### src/hdl/nfcs_pkg.sv
package nfcs_pkg;
    // ------------------------------------------------------------------
    // Command codes and unlock addresses.
    // ------------------------------------------------------------------
    localparam logic [7:0] CMD_RESET = 8'hF0;
    localparam logic [7:0] CMD_UNLOCK1 = 8'hAA;
    localparam logic [7:0] CMD_UNLOCK2 = 8'h55;
    localparam logic [7:0] CMD_PROG_SETUP = 8'hA0;
    localparam logic [7:0] CMD_ERASE_SETUP = 8'h80;
    localparam logic [7:0] CMD_CHIP_ERASE = 8'h10;
    localparam logic [7:0] CMD_SECTOR_ERASE = 8'h30;
    localparam logic [7:0] CMD_SUSPEND = 8'hB0;
    localparam logic [7:0] CMD_RESUME = 8'h30;
    localparam logic [7:0] CMD_IDENT = 8'h90;
    localparam logic [11:0] ADDR_U1_WORD = 12'h555;
    localparam logic [11:0] ADDR_U2_WORD = 12'h2AA;
    localparam logic [11:0] ADDR_U1_BYTE = 12'hAAA;
    localparam logic [11:0] ADDR_U2_BYTE = 12'h555;
    localparam logic [7:0] ID_OFS_PROTECT = 8'h02;
    localparam logic [7:0] ID_OFS_PART = 8'h01;
    localparam logic [7:0] ID_OFS_MAKER = 8'h00;
    // ------------------------------------------------------------------
    // Widths and bus timing counts.
    // ------------------------------------------------------------------
    localparam int ADDR_W = 18;
    localparam int DATA_W = 16;
    localparam int CLK_PERIOD_NS = 8;
    localparam int STROBE_NS = 70;
    localparam int STROBE_CYC = (STROBE_NS + CLK_PERIOD_NS - 1) / CLK_PERIOD_NS;
    localparam logic [3:0] STROBE_CNT = 4'(STROBE_CYC);
    localparam logic [7:0] SEQ_MAX = 8'h06;
    // ------------------------------------------------------------------
    // User operations.
    // ------------------------------------------------------------------
    localparam logic [2:0] OP_READ = 3'h0;
    localparam logic [2:0] OP_PROGRAM = 3'h1;
    localparam logic [2:0] OP_CHIP_ERASE = 3'h2;
    localparam logic [2:0] OP_SECTOR_ERASE = 3'h3;
    localparam logic [2:0] OP_IDENT = 3'h4;
    localparam logic [2:0] OP_RESET = 3'h5;
    localparam logic [2:0] OP_SUSPEND = 3'h6;
    localparam logic [2:0] OP_RESUME = 3'h7;
endpackage

### src/hdl/nfcs_seq_rom.sv
`timescale 1ns/1ps
// ----------------------------------------------------------------------
// Sequence table: one bus cycle of a command, registered output.
// ----------------------------------------------------------------------
module nfcs_seq_rom (
    input wire logic core_clk, // Clock.
    input wire logic clk_en, // Freezes the read register when low.
    input wire logic [2:0] op, // Operation being issued.
    input wire logic [2:0] step, // Bus cycle index within the operation.
    input wire logic byte_mode, // High selects byte-mode unlock addresses.
    output logic [11:0] cyc_addr, // Low address for this cycle.
    output logic [7:0] cyc_data, // Data code for this cycle.
    output logic cyc_user // High when the user address is used; program also takes the user data.
);
    logic [11:0] u1;
    logic [11:0] u2;
    logic [11:0] a_d;
    logic [7:0] d_d;
    logic usr_d;

    // Unlock address pattern depends on the bus width.
    assign u1 = byte_mode ? nfcs_pkg::ADDR_U1_BYTE : nfcs_pkg::ADDR_U1_WORD;
    assign u2 = byte_mode ? nfcs_pkg::ADDR_U2_BYTE : nfcs_pkg::ADDR_U2_WORD;

    // Table of the cycle addresses and data codes.
    always_comb begin
        a_d = u1;
        d_d = nfcs_pkg::CMD_UNLOCK1;
        usr_d = 1'b0;
        unique case (step)
            3'h0: begin
                a_d = u1;
                d_d = nfcs_pkg::CMD_UNLOCK1;
            end
            3'h1: begin
                a_d = u2;
                d_d = nfcs_pkg::CMD_UNLOCK2;
            end
            3'h2: begin
                a_d = u1;
                if (op == nfcs_pkg::OP_PROGRAM) begin
                    d_d = nfcs_pkg::CMD_PROG_SETUP;
                end else if (op == nfcs_pkg::OP_IDENT) begin
                    d_d = nfcs_pkg::CMD_IDENT;
                end else begin
                    d_d = nfcs_pkg::CMD_ERASE_SETUP;
                end
            end
            3'h3: begin
                if (op == nfcs_pkg::OP_PROGRAM) begin
                    usr_d = 1'b1;
                end
            end
            3'h4: begin
                a_d = u2;
                d_d = nfcs_pkg::CMD_UNLOCK2;
            end
            default: begin
                a_d = u1;
                if (op == nfcs_pkg::OP_SECTOR_ERASE) begin
                    d_d = nfcs_pkg::CMD_SECTOR_ERASE;
                    usr_d = 1'b1;
                end else begin
                    d_d = nfcs_pkg::CMD_CHIP_ERASE;
                end
            end
        endcase
    end

    // Read data leave through a register.
    always_ff @(posedge core_clk) begin
        if (clk_en) begin
            cyc_addr <= a_d;
            cyc_data <= d_d;
            cyc_user <= usr_d;
        end
    end
endmodule

### src/hdl/nfcs_host.sv
`timescale 1ns/1ps
// Flash rules this block works with
// (RL1) Commands are write cycles; array reads and identification data are read cycles.
// (RL2) Unlock addresses 555H/2AAH in word mode, AAAH/555H in byte mode.
// (RL3) Flash ignores upper address bits 17..11 during command decode.
// (RL4) Flash reads array after power-up and after program or erase completes.
// (RL5) Identification or timed-out status state ends only by reset command.
// (RL6) Erase suspend accepted only while sector erase runs; here OP_SUSPEND is sent only from NFCS_IDLE, after the erase has finished.
// (RL7) Erase resume accepted only while erase-suspended.
// (RL8) Identification: two unlocks, 90H at first unlock, then a read.
// (RL9) Identification read at sector plus 02H gives protect state 01H or 00H.
// (RL10) Reset command accepted at any address.
// (RL11) Reset aborts unfinished erase sequence; ignored once erasing.
// (RL12) Reset aborts unfinished program sequence; ignored once programming.
// (RL13) Reset aborts partial identification sequence, also from suspend.
// (RL14) Reset after exceeded-time flag returns flash to array reads.
// (RL15) Suspended reads inside erasing sectors return status data.
// (RL16) Program is four writes: two unlocks, set-up, address and data.
// (RL17) Flash ignores commands while programming; reset pin terminates it.
// (RL18) Programming only clears bits; zero never returns to one.
// (RL19) Chip erase is six writes ending with the chip-erase code.
// (RL20) Flash preprograms the array itself before erasing.
// (RL21) Flash ignores commands during chip erase; reset pin terminates it.
// (RL22) On completion flash returns to array reads and drops latched addresses.
// (RL23) Wrong address, data or order returns flash to array reads.
// (RL24) Identification offsets 04H, 08H, 0CH, 00H maker; 01H part code.
// (RL25) Codes F0, A0, 80, 10, 30, B0, 30 resume, AA, 55.
// (RL26) Sequence step register advances per write, clears on end or reset; here step_q clears when the next request is taken or on rst_n.
module nfcs_host (
    input wire logic core_clk, // Clock, 125 MHz.
    input wire logic rst_n, // Synchronous reset, active low.
    input wire logic clk_en, // Freezes all state when low.
    input wire logic byte_mode, // High when the flash is strapped for bytes.
    input wire logic req_valid, // Operation request.
    input wire logic [2:0] req_op, // Operation code.
    input wire logic [17:0] req_addr, // Read, program or sector address.
    input wire logic [15:0] req_data, // Program value.
    output logic req_ready, // High while a request may be taken.
    output logic rsp_valid, // One-cycle pulse with read data or completion.
    output logic [15:0] rsp_data, // Read data or status word.
    output logic busy, // High while flash reports busy.
    output logic time_fault, // Sticky: exceeded-time flag seen.
    output logic [17:0] fl_addr, // Flash address pins.
    output logic [15:0] fl_dq_o, // Flash data out.
    output logic fl_dq_oe, // Data drive enable, high drives.
    input wire logic [15:0] fl_dq_i, // Flash data in.
    output logic fl_ce_n, // Chip enable, active low.
    output logic fl_we_n, // Write enable, active low.
    output logic fl_oe_n, // Output enable, active low.
    output logic fl_reset_n, // Hardware reset pin, active low.
    input wire logic fl_ready_busy_out // Flash ready/busy pin, high ready.
);
    typedef enum logic [4:0] {
        NFCS_IDLE = 5'b00001,
        NFCS_LOAD = 5'b00010,
        NFCS_WR = 5'b00100,
        NFCS_RD = 5'b01000,
        NFCS_WAIT = 5'b10000
    } nfcs_state_t;

    // ------------------------------------------------------------------
    // Pin input synchronisers.
    // ------------------------------------------------------------------
    logic [2:0] rb_q;
    logic [2:0] rb_d;
    logic rdy_s_q;
    logic rdy_s_d;

    // A change counts once the second and third stages agree.
    always_comb begin
        rb_d = {rb_q[1:0], fl_ready_busy_out};
        rdy_s_d = (rb_q[2] == rb_q[1]) ? rb_q[2] : rdy_s_q;
    end

    always_ff @(posedge core_clk) begin
        if (!rst_n) begin
            rb_q <= 3'h7;
            rdy_s_q <= 1'b1;
        end else if (clk_en) begin
            rb_q <= rb_d;
            rdy_s_q <= rdy_s_d;
        end
    end

    // ------------------------------------------------------------------
    // Sequence table.
    // ------------------------------------------------------------------
    logic [2:0] step_q;
    logic [2:0] step_d;
    logic [2:0] op_q;
    logic [2:0] op_d;
    logic [11:0] cyc_addr;
    logic [7:0] cyc_data;
    logic cyc_user;

    nfcs_seq_rom u_rom (
        .core_clk(core_clk),
        .clk_en(clk_en),
        .op(op_d),
        .step(step_d),
        .byte_mode(byte_mode),
        .cyc_addr(cyc_addr),
        .cyc_data(cyc_data),
        .cyc_user(cyc_user)
    );

    // Number of bus cycles for each operation.
    function automatic logic [2:0] nfcs_len(input logic [2:0] op);
        unique case (op)
            nfcs_pkg::OP_PROGRAM: nfcs_len = 3'h4; // see (RL16)
            nfcs_pkg::OP_CHIP_ERASE: nfcs_len = 3'h6; // see (RL19)
            nfcs_pkg::OP_SECTOR_ERASE: nfcs_len = 3'h6;
            nfcs_pkg::OP_IDENT: nfcs_len = 3'h4; // see (RL8)
            default: nfcs_len = 3'h1;
        endcase
    endfunction

    // Operations that leave the flash busy in an internal algorithm.
    function automatic logic nfcs_embedded(input logic [2:0] op);
        nfcs_embedded = (op == nfcs_pkg::OP_PROGRAM) || (op == nfcs_pkg::OP_CHIP_ERASE)
            || (op == nfcs_pkg::OP_SECTOR_ERASE) || (op == nfcs_pkg::OP_RESUME);
    endfunction

    // ------------------------------------------------------------------
    // Bus sequencer.
    // ------------------------------------------------------------------
    nfcs_state_t st_q;
    nfcs_state_t st_d;
    logic [3:0] cnt_q;
    logic [3:0] cnt_d;
    logic [17:0] addr_q;
    logic [17:0] addr_d;
    logic [15:0] data_q;
    logic [15:0] data_d;
    logic [17:0] fa_d;
    logic [15:0] fdo_d;
    logic oe_d;
    logic ce_d;
    logic we_d;
    logic rd_d;
    logic rv_d;
    logic [15:0] rdat_d;
    logic rdy_d;
    logic tf_d;
    logic ident_q;
    logic ident_d;
    logic last;
    logic single;

    assign last = (step_q == nfcs_len(op_q) - 3'h1);
    // Single-cycle operations carry a fixed code at any address.
    assign single = (nfcs_len(op_q) == 3'h1) && (op_q != nfcs_pkg::OP_READ);

    // Next-state logic: each bus cycle is load, strobe, then release.
    always_comb begin
        st_d = st_q;
        cnt_d = cnt_q;
        step_d = step_q;
        op_d = op_q;
        addr_d = addr_q;
        data_d = data_q;
        fa_d = fl_addr;
        fdo_d = fl_dq_o;
        oe_d = 1'b0;
        ce_d = 1'b1;
        we_d = 1'b1;
        rd_d = 1'b1;
        rv_d = 1'b0;
        rdat_d = rsp_data;
        rdy_d = 1'b0;
        tf_d = time_fault;
        ident_d = ident_q;
        unique case (st_q)
            NFCS_IDLE: begin
                rdy_d = 1'b1;
                if (req_valid && req_ready) begin
                    op_d = req_op;
                    addr_d = req_addr;
                    data_d = req_data;
                    step_d = 3'h0; // see (RL26)
                    st_d = NFCS_LOAD;
                    rdy_d = 1'b0;
                    if (req_op == nfcs_pkg::OP_RESET) begin
                        tf_d = 1'b0; // see (RL14)
                    end
                end
            end
            NFCS_LOAD: begin
                cnt_d = nfcs_pkg::STROBE_CNT;
                ce_d = 1'b0;
                if (op_q == nfcs_pkg::OP_READ || (op_q == nfcs_pkg::OP_IDENT && last)) begin
                    // Reads: array data, or identification data. see (RL1) (RL24) (RL9)
                    fa_d = addr_q;
                    rd_d = 1'b0;
                    st_d = NFCS_RD;
                end else begin
                    // Upper address bits are don't care; drive zero. see (RL3) (RL2)
                    fa_d = {6'h00, cyc_addr};
                    fdo_d = {8'h00, cyc_data};
                    if (cyc_user) begin
                        fa_d = addr_q;
                        fdo_d = (op_q == nfcs_pkg::OP_PROGRAM) ? data_q : fdo_d;
                    end
                    if (single) begin
                        // Suspend, resume and reset ignore address. see (RL10) (RL25)
                        fa_d = addr_q;
                        unique case (op_q)
                            nfcs_pkg::OP_SUSPEND: fdo_d = {8'h00, nfcs_pkg::CMD_SUSPEND};
                            nfcs_pkg::OP_RESUME: fdo_d = {8'h00, nfcs_pkg::CMD_RESUME};
                            default: fdo_d = {8'h00, nfcs_pkg::CMD_RESET};
                        endcase
                    end
                    oe_d = 1'b1;
                    we_d = 1'b0; // see (RL1)
                    st_d = NFCS_WR;
                end
            end
            NFCS_WR: begin
                ce_d = 1'b0;
                we_d = 1'b0;
                oe_d = 1'b1;
                cnt_d = cnt_q - 4'h1;
                if (cnt_q == 4'h1) begin
                    // Release strobe; data latches on the rising edge.
                    we_d = 1'b1;
                    ce_d = 1'b1;
                    step_d = step_q + 3'h1;
                    if (!last) begin
                        st_d = NFCS_LOAD;
                    end else if (nfcs_embedded(op_q)) begin
                        cnt_d = nfcs_pkg::STROBE_CNT;
                        st_d = NFCS_WAIT; // see (RL17) (RL21)
                    end else begin
                        if (op_q == nfcs_pkg::OP_RESET) begin
                            ident_d = 1'b0; // see (RL5) (RL13)
                        end
                        rv_d = 1'b1;
                        st_d = NFCS_IDLE;
                    end
                end
            end
            NFCS_RD: begin
                ce_d = 1'b0;
                rd_d = 1'b0;
                cnt_d = cnt_q - 4'h1;
                if (cnt_q == 4'h1) begin
                    rdat_d = fl_dq_i;
                    rv_d = 1'b1;
                    rd_d = 1'b1;
                    ce_d = 1'b1;
                    if (op_q == nfcs_pkg::OP_IDENT) begin
                        ident_d = 1'b1; // see (RL5)
                    end
                    st_d = NFCS_IDLE;
                end
            end
            NFCS_WAIT: begin
                // Let busy rise before watching for the fall; no commands meanwhile.
                if (cnt_q != 4'h0) begin
                    cnt_d = cnt_q - 4'h1;
                end else if (rdy_s_q) begin
                    rv_d = 1'b1; // see (RL4) (RL22)
                    st_d = NFCS_IDLE;
                end
            end
            default: st_d = NFCS_IDLE;
        endcase
        // Bit 5 of any read word, status or array data, sets the sticky fault flag.
        if (rv_d && rd_d == 1'b1 && st_q == NFCS_RD && fl_dq_i[5]) begin
            tf_d = 1'b1;
        end
    end

    always_ff @(posedge core_clk) begin
        if (!rst_n) begin
            st_q <= NFCS_IDLE;
            cnt_q <= 4'h0;
            step_q <= 3'h0;
            op_q <= nfcs_pkg::OP_READ;
            addr_q <= 18'h00000;
            data_q <= 16'h0000;
            fl_addr <= 18'h00000;
            fl_dq_o <= 16'h0000;
            fl_dq_oe <= 1'b0;
            fl_ce_n <= 1'b1;
            fl_we_n <= 1'b1;
            fl_oe_n <= 1'b1;
            fl_reset_n <= 1'b0;
            rsp_valid <= 1'b0;
            rsp_data <= 16'h0000;
            req_ready <= 1'b0;
            busy <= 1'b0;
            time_fault <= 1'b0;
            ident_q <= 1'b0;
        end else if (clk_en) begin
            st_q <= st_d;
            cnt_q <= cnt_d;
            step_q <= step_d;
            op_q <= op_d;
            addr_q <= addr_d;
            data_q <= data_d;
            fl_addr <= fa_d;
            fl_dq_o <= fdo_d;
            fl_dq_oe <= oe_d;
            fl_ce_n <= ce_d;
            fl_we_n <= we_d;
            fl_oe_n <= rd_d;
            fl_reset_n <= 1'b1;
            rsp_valid <= rv_d;
            rsp_data <= rdat_d;
            req_ready <= rdy_d;
            busy <= !rdy_s_q;
            time_fault <= tf_d;
            ident_q <= ident_d;
        end
    end
endmodule

### config.mk
export PLATFORM = sky130hd
export DESIGN_NAME = nfcs_host
export DESIGN_NICKNAME = d
export VERILOG_FILES = /design/src/hdl/nfcs_pkg.sv /design/src/hdl/nfcs_seq_rom.sv /design/src/hdl/nfcs_host.sv
export SDC_FILE = /design/constraint.sdc
export NUM_CORES = 1
export LEC_CHECK = 0
export ABC_AREA = 1
export BUFFER_PORTS_ARGS = -buffer_cell sky130_fd_sc_hd__buf_2
export CORE_MARGIN = 2
export CORE_UTILIZATION = 55
export CTS_BUF_LIST = sky130_fd_sc_hd__clkbuf_4 sky130_fd_sc_hd__clkbuf_8
export CTS_CLUSTER_SIZE = 20
export DETAILED_ROUTE_END_ITERATION = 10
export PLACE_DENSITY = 0.78
export SLEW_MARGIN = 40
export SYNTH_ARGS = -nofsm -noshare
export SYNTH_HDL_FRONTEND = slang
export SYNTH_HIERARCHICAL = 1
export SYNTH_SLANG_ARGS = --single-unit
### constraint.sdc
create_clock -name core_clk -period 3 [get_ports core_clk]
set_input_delay 0.15 -clock core_clk [delete_from_list [all_inputs] [get_ports core_clk]]
set_output_delay 0.15 -clock core_clk [all_outputs]
set_load 0.1 [all_outputs]
# Word-level counts from Yosys, hierarchy flattened
# Cells that the tools add are included.
# classes
addsub	3
n_mul	0
n_div	0
n_lt_le_gt_ge	0
eq_ne	29
shift	0
n_mux	56
n_bitwise	1
n_reduce_logical	33
# ops
op	count
two-way mux 18 bit	3
two-way mux 16 bit	3
two-way mux 5 bit	8
case mux 5 bit (5 select lines)	1
two-way mux 12 bit	2
case mux 8 bit (3 select lines)	1
two-way mux 4 bit	5
equality test 3 bit (second input constant)	6
two-way mux 1 bit	16
case mux 4 bit (4 select lines)	1
case mux 8 bit (2 select lines)	1
equality test 3 x 2 -> 1 bit (second input constant)	5
equality test 3 x 1 -> 1 bit (second input constant)	4
two-way mux 3 bit	4
inequality test 2 bit (second input constant)	6
case mux 3 bit (2 select lines)	2
AND reduction 3 bit	4
two-way mux 11 bit	1
case mux 1 bit (2 select lines)	5
OR reduction 2 bit	5
two-way mux 8 bit	1
nonzero test 4 bit	2
logical AND 1 bit	6
logical NOT 3 bit	2
22 further kinds	28
# totals
regBits	133
latchBits	0
ramBits	0
rom_bits	0
inputBits	59
out_inout_bits	59
mem_count	0

# Longest topological paths before layout
# Gate-level depths: netlist of the first run.
# depth
depth_word	14
depth_mapped	14
depth_no_buf	14

# Cells and area by module
# The synthesis of the first run kept the hierarchy.
# by_module_without_submodules
module	instances	cells_each	area_per_inst_um2	seq_area_each_um2
nfcs_host	1	697	5022.3	2242.2
nfcs_seq_rom	1	58	518.0	270.3

# Worst setup path after synthesis of the first run
# Ideal clock, no wire load.
# synth_timing
path_type	reg2reg
start	reg req_ready
end	reg u_rom.cyc_addr[9], data pin
setup_time_ps	253
arrival_time_ps	2201
required_ps	2747
setup_slack_ps	545
path_stages_with_launch	10
synth_period_minus_slack_ps	2455
path_cell_list	dfxtp_1 nand2_1 nand4_1 nand3_1 o21ai_0 inv_1 nor2_2 nand2_1 nand3_1 nand2_1
# synth_between
elab_chain_cells	6
word_cells_on_any_way	7
# synth_lines
element	line_no	text
from (decl)	nfcs_host.sv:38	output logic req_ready,
from (signal assigned)	nfcs_host.sv:311	req_ready <= rdy_d;
logical AND 1 bit (*)	nfcs_host.sv:176	if (req_valid && req_ready) begin
two-way mux 3 bit (*)	nfcs_host.sv:176	
case mux 3 bit (2 select lines) (*)	nfcs_host.sv:173	unique case (st_q)
named net step_d[0]	nfcs_host.sv:89	logic [2:0] step_d;
equality test 3 x 1 -> 1 bit or equality test 3 bit (tied branches)	nfcs_seq_rom.sv:30	unique case (step)
OR reduction 2 bit (no line) (*)	n/a	
two-way mux 12 bit (*)	nfcs_seq_rom.sv:30	
to (signal assigned)	nfcs_seq_rom.sv:73	cyc_addr <= a_d;
to (decl)	nfcs_seq_rom.sv:11	output logic [11:0] cyc_addr,
# Mark *: on every way through the listed nets, which the timed path passes. The rest lies on a longest branch.
# A chain may end at the register's enable or synchronous reset.

# Final worst setup path of the first run
# layout_timing
start	reg st_q[0]
end	reg u_rom.cyc_addr[9], data pin
# layout_between
elab_chain_cells	5
word_cells_on_any_way	7
# layout_lines
element	line_no	text
from (decl)	nfcs_host.sv:127	nfcs_state_t st_q;
from (signal assigned)	nfcs_host.sv:296	st_q <= st_d;
equality test 5 x 3 -> 1 bit or equality test 5 x 1 -> 1 bit (tied branches)	nfcs_host.sv:173	
case mux 3 bit (2 select lines) (*)	nfcs_host.sv:173	
named net step_d[2]	nfcs_host.sv:89	
equality test 3 x 1 -> 1 bit or equality test 3 bit (tied branches)	nfcs_seq_rom.sv:30	
OR reduction 2 bit (no line) (*)	n/a	
two-way mux 12 bit (*)	nfcs_seq_rom.sv:30	
# Marked as above.

==> summary.txt, run 1 <==
Die
  – Initial Utilization: about 57%
  – Die ar.: 10,900 µm²
  – FP Rows: 36
  – Die Wd: ~100 µm
  – Core area: slightly below 10,000 µm²
  – Die H: around 100 µm
  – Top-Level Pins: 118

CTS
  – H-tree depth: 4
  – Clock Path Buffers: 2
  – Reg clk slew, reported paths: about 70 ps
  – Num CTS Buffers: 17
  – CTS sink cnt: between 100 and 150
  – Worst skew pair latency: roughly 430 ps
  – CTS tree: done
  – CTS root buf: clkbuf_8

Critical path
  – Crit path DAT: ~2600 ps
  – Critical Path Fanout Max: 6
  – Largest stage delay on the critical path: 350 ps
  – Worst Setup Start Kind: register
  – CP startpoint: st_q[0]
  – Crit end category: register
  – Crit-path cells: inv_1 -> nand2_1 -> nor2_1 -> nand2_1 -> nor2_1 -> nand2_1 -> a21oi_1 -> inv_1 -> nand3_1 -> nand2_2 -> nand2_1 -> nand2_1
  – WP data required: between 3000 and 4000 ps
  – Slowest CP cell: a21oi_1
  – Critical path type: register to register
  – Worst r2r src: st_q[0]
  – Cell mode on critical path: nand2_1

STA
  – Slew HR: 51.4%
  – Max Fclk: approximately 420 MHz
  – Clock Skews: approximately 12 ps
  – Hold Vio Cnt, Final: 0
  – Max-slew violations: 0
  – Min cycle time layout: 2380 ps
  – Worst-Margin Slew: around 730 ps
  – RSZ-0062 raised after global routing: false
  – WHS: approximately 23 ps
  – Endpoints failing setup: 0
  – Setup TNS: 0 ps
  – Period Utilization, post-route: 79.3%

Global routing
  – First-pass GRT wire length: about 24,000 µm
  – Largest net degree at the start of global routing: 67
  – Vias in the first global route: 5,149
  – GR Util All Layers: a little over a quarter
  – Initial antenna violation count: 0
  – Grt ovf: 0

Yosys
  – Number of flops mapped to enable cells by yosys: 9
  – Yosys reg bits: roughly 120
  – Mapped Nets: between 800 and 900
  – Post-synth cell types: 35
  – Area contributors post-synth: dfxtp_1, nand2_1, nor2_1, o21ai_0, a21oi_1
  – Share of the synthesized area in the top cell type: around 40%
  – Main flop type after synthesis: dfxtp_1
  – Mapped Area: approximately 5500 µm²
  – Cell count after synthesis: about 760
  – Async set-reset flop share out of synthesis: 0%
  – Sequential-to-total area share from yosys stat: between 40% and 50%
  – YS warnings: 6
  – Count leader, synth: nand2_1
  – Largest area contributor in the netlist: dfxtp_1
  – Synthesized area per cell: 7.34 µm²
  – Synth top cells by count: nand2_1, dfxtp_1, nor2_1

Cells and area
  – Final #Nets: 951
  – Design Area, Final: 6890 µm²
  – Layout cells sized above 1: roughly a fifth
  – Area Overhead vs Synth: 24.4%
  – ANT cells: 0

Place
  – RD Place Congestion: 0.957
  – Count of buffers from port buffering: around 120
  – DP Area: approximately 6000 µm²
  – DP HPWL: ~9700 µm

Detailed routing
  – Drt drc: 0
  – Vias post-DR: between 5,000 and 6,000
  – TritonRoute pass-1 iters: 7
  – DR vias/cell: 5.32
  – DRT antenna net count: 0
  – Wirelength per Cell: approximately 14 µm
  – Final WL: approximately 15,000 µm
  – Iteration-0 DRC Markers: roughly 390

Power and ir drop
  – Peak supply drop: between 0.3 and 0.4 mV
  – Pwr dens: about 610 nW/µm²
  – Leak: between 0.003 and 0.004 µW

Run status
  – Outcome: completed

Worst hold path
  – Worst Hold Class: primary input to register
  – Hold Startpoint: fl_dq_i[10]

Flow run
  – Max_cap viols: 0
## cell usage in the layout, fill, tap and decap left out, types with 3 or more instances in the layout
master	count
nand2_1	117
buf_2	117
dfxtp_1	112
nor2_1	111
o21ai_0	81
inv_1	75
a21oi_1	60
dlygate4sd3_1	41
nand3_1	36
nand4_1	31
clkbuf_8	18
o21a_1	12
nand2_2	10
buf_4	9
edfxtp_1	9
inv_2	7
o21ai_1	7
nor2_2	5
nand3b_1	4
nand3_2	3
nor2_4	3
ha_1	3
inv_6	3
clkinvlp_4	3
## registers in the layout (all words and copies together), names as in the netlist, 3 cells and up
register        flops
addr_q             18
cnt_q               4
data_q             16
fl_addr            18
fl_dq_o            16
op_q                3
rb_q                3
rsp_data           16
st_q                5
step_q              3
u_rom/cyc_addr      3
u_rom/cyc_data      5
## layer usage
layer	vias up	wire length [µm]	GRT usage [%]
li1	2732	-	-
met1	2539	6240	33.7
met2	208	7030	46.6
met3	29	888	4.70
met4	0	351	11.2
met5	-	0	0
## power breakdown
group | total (µW) | switching, µW | internal (µW)
Sequential | 1820 | 76.2 | 1740
Clock | 1450 | 677 | 776
Combinational | 963 | 674 | 288
## worst paths after layout
kind,end,slack [ps],cells after the start
max,u_rom/cyc_addr[9],620,12
min,rsp_data[10],20,3
max reg2reg,u_rom/cyc_addr[9],620,12
min reg2reg,rsp_data[6],450,2
## cell type report
cell class / count / area, µm²
clock buffers: 19 / 255
clock inverters: 13 / 143
repair buffers: 167 / 1060
flip-flops and latches: 121 / 2510
well taps: 133 / 166
inverters: 82 / 308
fillers: 820 / 2880
multi-input cells: 500 / 2440
## critical path: cells and delay by family (launching register included)
kind	cells	cell delay, ps
flip-flops	1	310
buffers and inverters	2	290
AND/OR/NAND/NOR	9	1200
AO/OA/AOI/OAI	1	350
## stage by stage
| stage | power (µW) | std cells | setup WS (ps) | utilization [%] |
|---|---|---|---|---|
| 6_report | 4240 | 1035 | 621 | 70.5 |
| 5_1_grt | 4440 | 1035 | 371 | 70.5 |
| 4_1_cts | 4240 | 1035 | 666 | 70.5 |
| 3_5_place_dp | 2760 | 962 | 685 | 62.2 |
| 3_3_place_gp | 2730 | 962 | 860 | 62.2 |
| 2_1_floorplan | 2580 | 755 | 545 | - |
## kinds of logic after synthesis
family	Yosys count	synth area share (%)
compound gates	169	16.2
fa+ha+maj	3	0.678
flops	121	45.3
simple gates	327	27.0
buf+inv	134	10.6
xor+xnor	1	0.158
## what timing repair did
item,4_1_cts,5_1_grt
hold endpoints to repair,41,0
buffers inserted,0,0
hold buffers,41,0
gates resized for setup,0,0
Note: power is estimated with default switching activity, not from simulation.
==> run 2, diff against run 1 <==
==> constraint.sdc (replaced) <==
create_clock -name core_clk -period 2.2 [get_ports core_clk]
set_input_delay 0.11 -clock core_clk [delete_from_list [all_inputs] [get_ports core_clk]]
set_output_delay 0.11 -clock core_clk [all_outputs]
set_load 0.1 [all_outputs]
==> run 2 against run 1 <==
Net effect:
- largest power group unchanged
- die area unchanged
- sequential power is 37% higher
- via count rose by 3.2%
- critical endpoint is now u_rom/cyc_data[4]
- maximum frequency grew 12%
==> summary.txt, run 2 (same netlist as run 1, synthesis figures left out) <==
Worst hold path
  – Hold Path Depth: 3
  – Hold Startpoint: req_data[11]
  – Worst Hold Class: primary input to register
  – Hold path endpoint: data_q[11]

STA
  – Slew HR: about half
  – Max Fclk: between 400 and 500 MHz
  – Worst-Margin Slew: just under 800 ps
  – Min cycle time layout: 2120 ps
  – Setup slack after layout: a little over 80 ps
  – Hold Vio Cnt, Final: 0
  – Period Utilization, post-route: between 90 and 100%
  – Max-slew violations: 0
  – Clock Skews: approximately 7.6 ps
  – RSZ-0062 raised after global routing: false
  – Endpoints failing setup: 0

Critical path
  – Worst r2r src: st_q[0]
  – Crit path buffers/inverters: 4
  – Instance count on the critical path: 14
  – CP startpoint: st_q[0]
  – Crit-path cells: inv_1 -> nand2_1 -> nor2_4 -> nand2_4 -> inv_2 -> nand2_2 -> nand3_2 -> nand2_1 -> nand2_1 -> inv_1 -> nand2_1 -> nand2_1 -> inv_1 -> o21ai_0
  – Cell mode on critical path: nand2_1
  – R2R depth: 14
  – R2r endpoint: u_rom/cyc_data[4]
  – Crit path DAT: ~2300 ps
  – Critical path type: register to register
  – Critical Path Fanout Max: 6
  – WP data required: around 2400 ps
  – Slowest CP cell: dfxtp_1
  – Crit end category: register
  – Worst Setup Start Kind: register
  – R2R Setup Slk: between 80 and 90 ps
  – Largest stage delay on the critical path: between 300 and 400 ps
  – Crit path max-delay family: simple AND/OR/NAND/NOR gates

Detailed routing
  – TritonRoute pass-1 iters: 5
  – Final WL: 15,300 µm
  – DRT antenna net count: 0
  – Drt drc: 0
  – Wirelength per Cell: 14.6 µm
  – Iteration-0 DRC Markers: between 400 and 500
  – Vias post-DR: around 5,700
  – DR vias/cell: 5.39

Die
  – Top-Level Pins: ~120
  – Initial Utilization: a little under three fifths
  – FP Rows: 36
  – Core area: about 10000 µm²
  – Die ar.: between 10,000 and 15,000 µm²
  – Die H: 104 µm
  – Die Wd: 104 µm

CTS
  – Worst skew pair latency: roughly 420 ps
  – CTS sink cnt: ~120
  – Reg clk slew, reported paths: 70 ps
  – Clock Path Buffers: 2
  – Num CTS Buffers: 17
  – CTS tree: done
  – H-tree depth: 4
  – CTS root buf: clkbuf_8

Global routing
  – Initial antenna violation count: 0
  – Grt ovf: 0
  – Largest net degree at the start of global routing: 89
  – GR Util All Layers: around 29%
  – Vias in the first global route: ~5,500
  – First-pass GRT wire length: 25,500 µm

Cells and area
  – Final #Nets: 970
  – Layout cells sized above 1: 23.1%
  – Commonest non-fill, non-tap cell in the layout: buf_2
  – Design Area, Final: slightly above 7000 µm²
  – ANT cells: 0
  – Most frequent cells in the layout: buf_2, nand2_1, dfxtp_1
  – Largest registers: addr_q (18), fl_addr (18)
  – Area Overhead vs Synth: 28.6%

Place
  – DP Area: between 6000 and 7000 µm²
  – Count of buffers from port buffering: roughly 120
  – DP HPWL: a little under 10,000 µm
  – RD Place Congestion: 0.989
  – Dpl ws: -202 ps

Power and ir drop
  – Leak: 0.00324 µW
  – Pwr dens: roughly 840 nW/µm²
  – Peak supply drop: ~0.66 mV

Run status
  – Outcome: completed

Flow run
  – Max_cap viols: 0
-- run 2: cell types whose count changed in the layout (fill, tap and decap cells not counted), moves of 3 or more --
cell	delta
nand3_2	+3
buf_4	+10
nand3_1	-3
dlygate4sd3_1	+9
-- run 2: worst max path at each step --
stage	slack [ps]	end
finish	80	u_rom/cyc_data[4]
global route	1	u_rom/cyc_data[4]
CTS	10	u_rom/cyc_addr[9]
detailed placement	-200	u_rom/cyc_addr[9]
global placement	70	u_rom/cyc_addr[9]
floorplan	120	u_rom/cyc_addr[9]
-- run 2: final cells by class --
type / instances / area [µm²]
Clock inverter: 12 / 138
Tap cell: 133 / 166
Inverter: 82 / 310
Clock buffer: 20 / 275
Timing Repair Buffer: 186 / 1230
Multi-Input combinational cell: 500 / 2490
Fill cell: 734 / 2650
Sequential cell: 121 / 2510
-- run 2: repair_timing --
item | CTS | global route
hold buffers | 50 | 0
endpoints found under the hold margin | 50 | 0
endpoints found under the setup margin | 9 | 36
gates cloned | 0 | 0
resized for setup | 4 | 13
setup buffers | 2 | 1
-- run 2: per-layer routing --
metal	share of wire [%]	GRT usage, %	up-vias
met3	6.9	5.64	53
met4	3.0	9.17	0
li1	-	-	2768
met2	49	51.6	287
met1	41	33.9	2577
met5	0	0	-
-- run 2: tightest hold or removal path: stages --
cell and delay (ps):
buf_2 80, o21ai_0 100, nor2_1 110
-- run 2: through the flow --
stage / utilization, % / TNS [ps] / hold slack, ps / power [µW] / std cells
6_report: 72.9 / 0 / 25.0 / 5970 / 1054
5_1_grt: 72.9 / 0 / 34.9 / 6230 / 1054
3_3_place_gp: 62.8 / 0 / 320 / 3750 / 969
3_5_place_dp: 62.8 / -790 / 326 / 3800 / 969
2_1_floorplan: - / 0 / 222 / 3510 / 755
4_1_cts: 72.4 / 0 / 11.6 / 5910 / 1053
-- run 2: report_power, final --
part	total [µW]	leakage (µW)	internal [µW]	switching [µW]
clock network	2040	0.000211	1110	924
logic	1440	0.00203	451	989
registers	2490	0.000996	2380	111
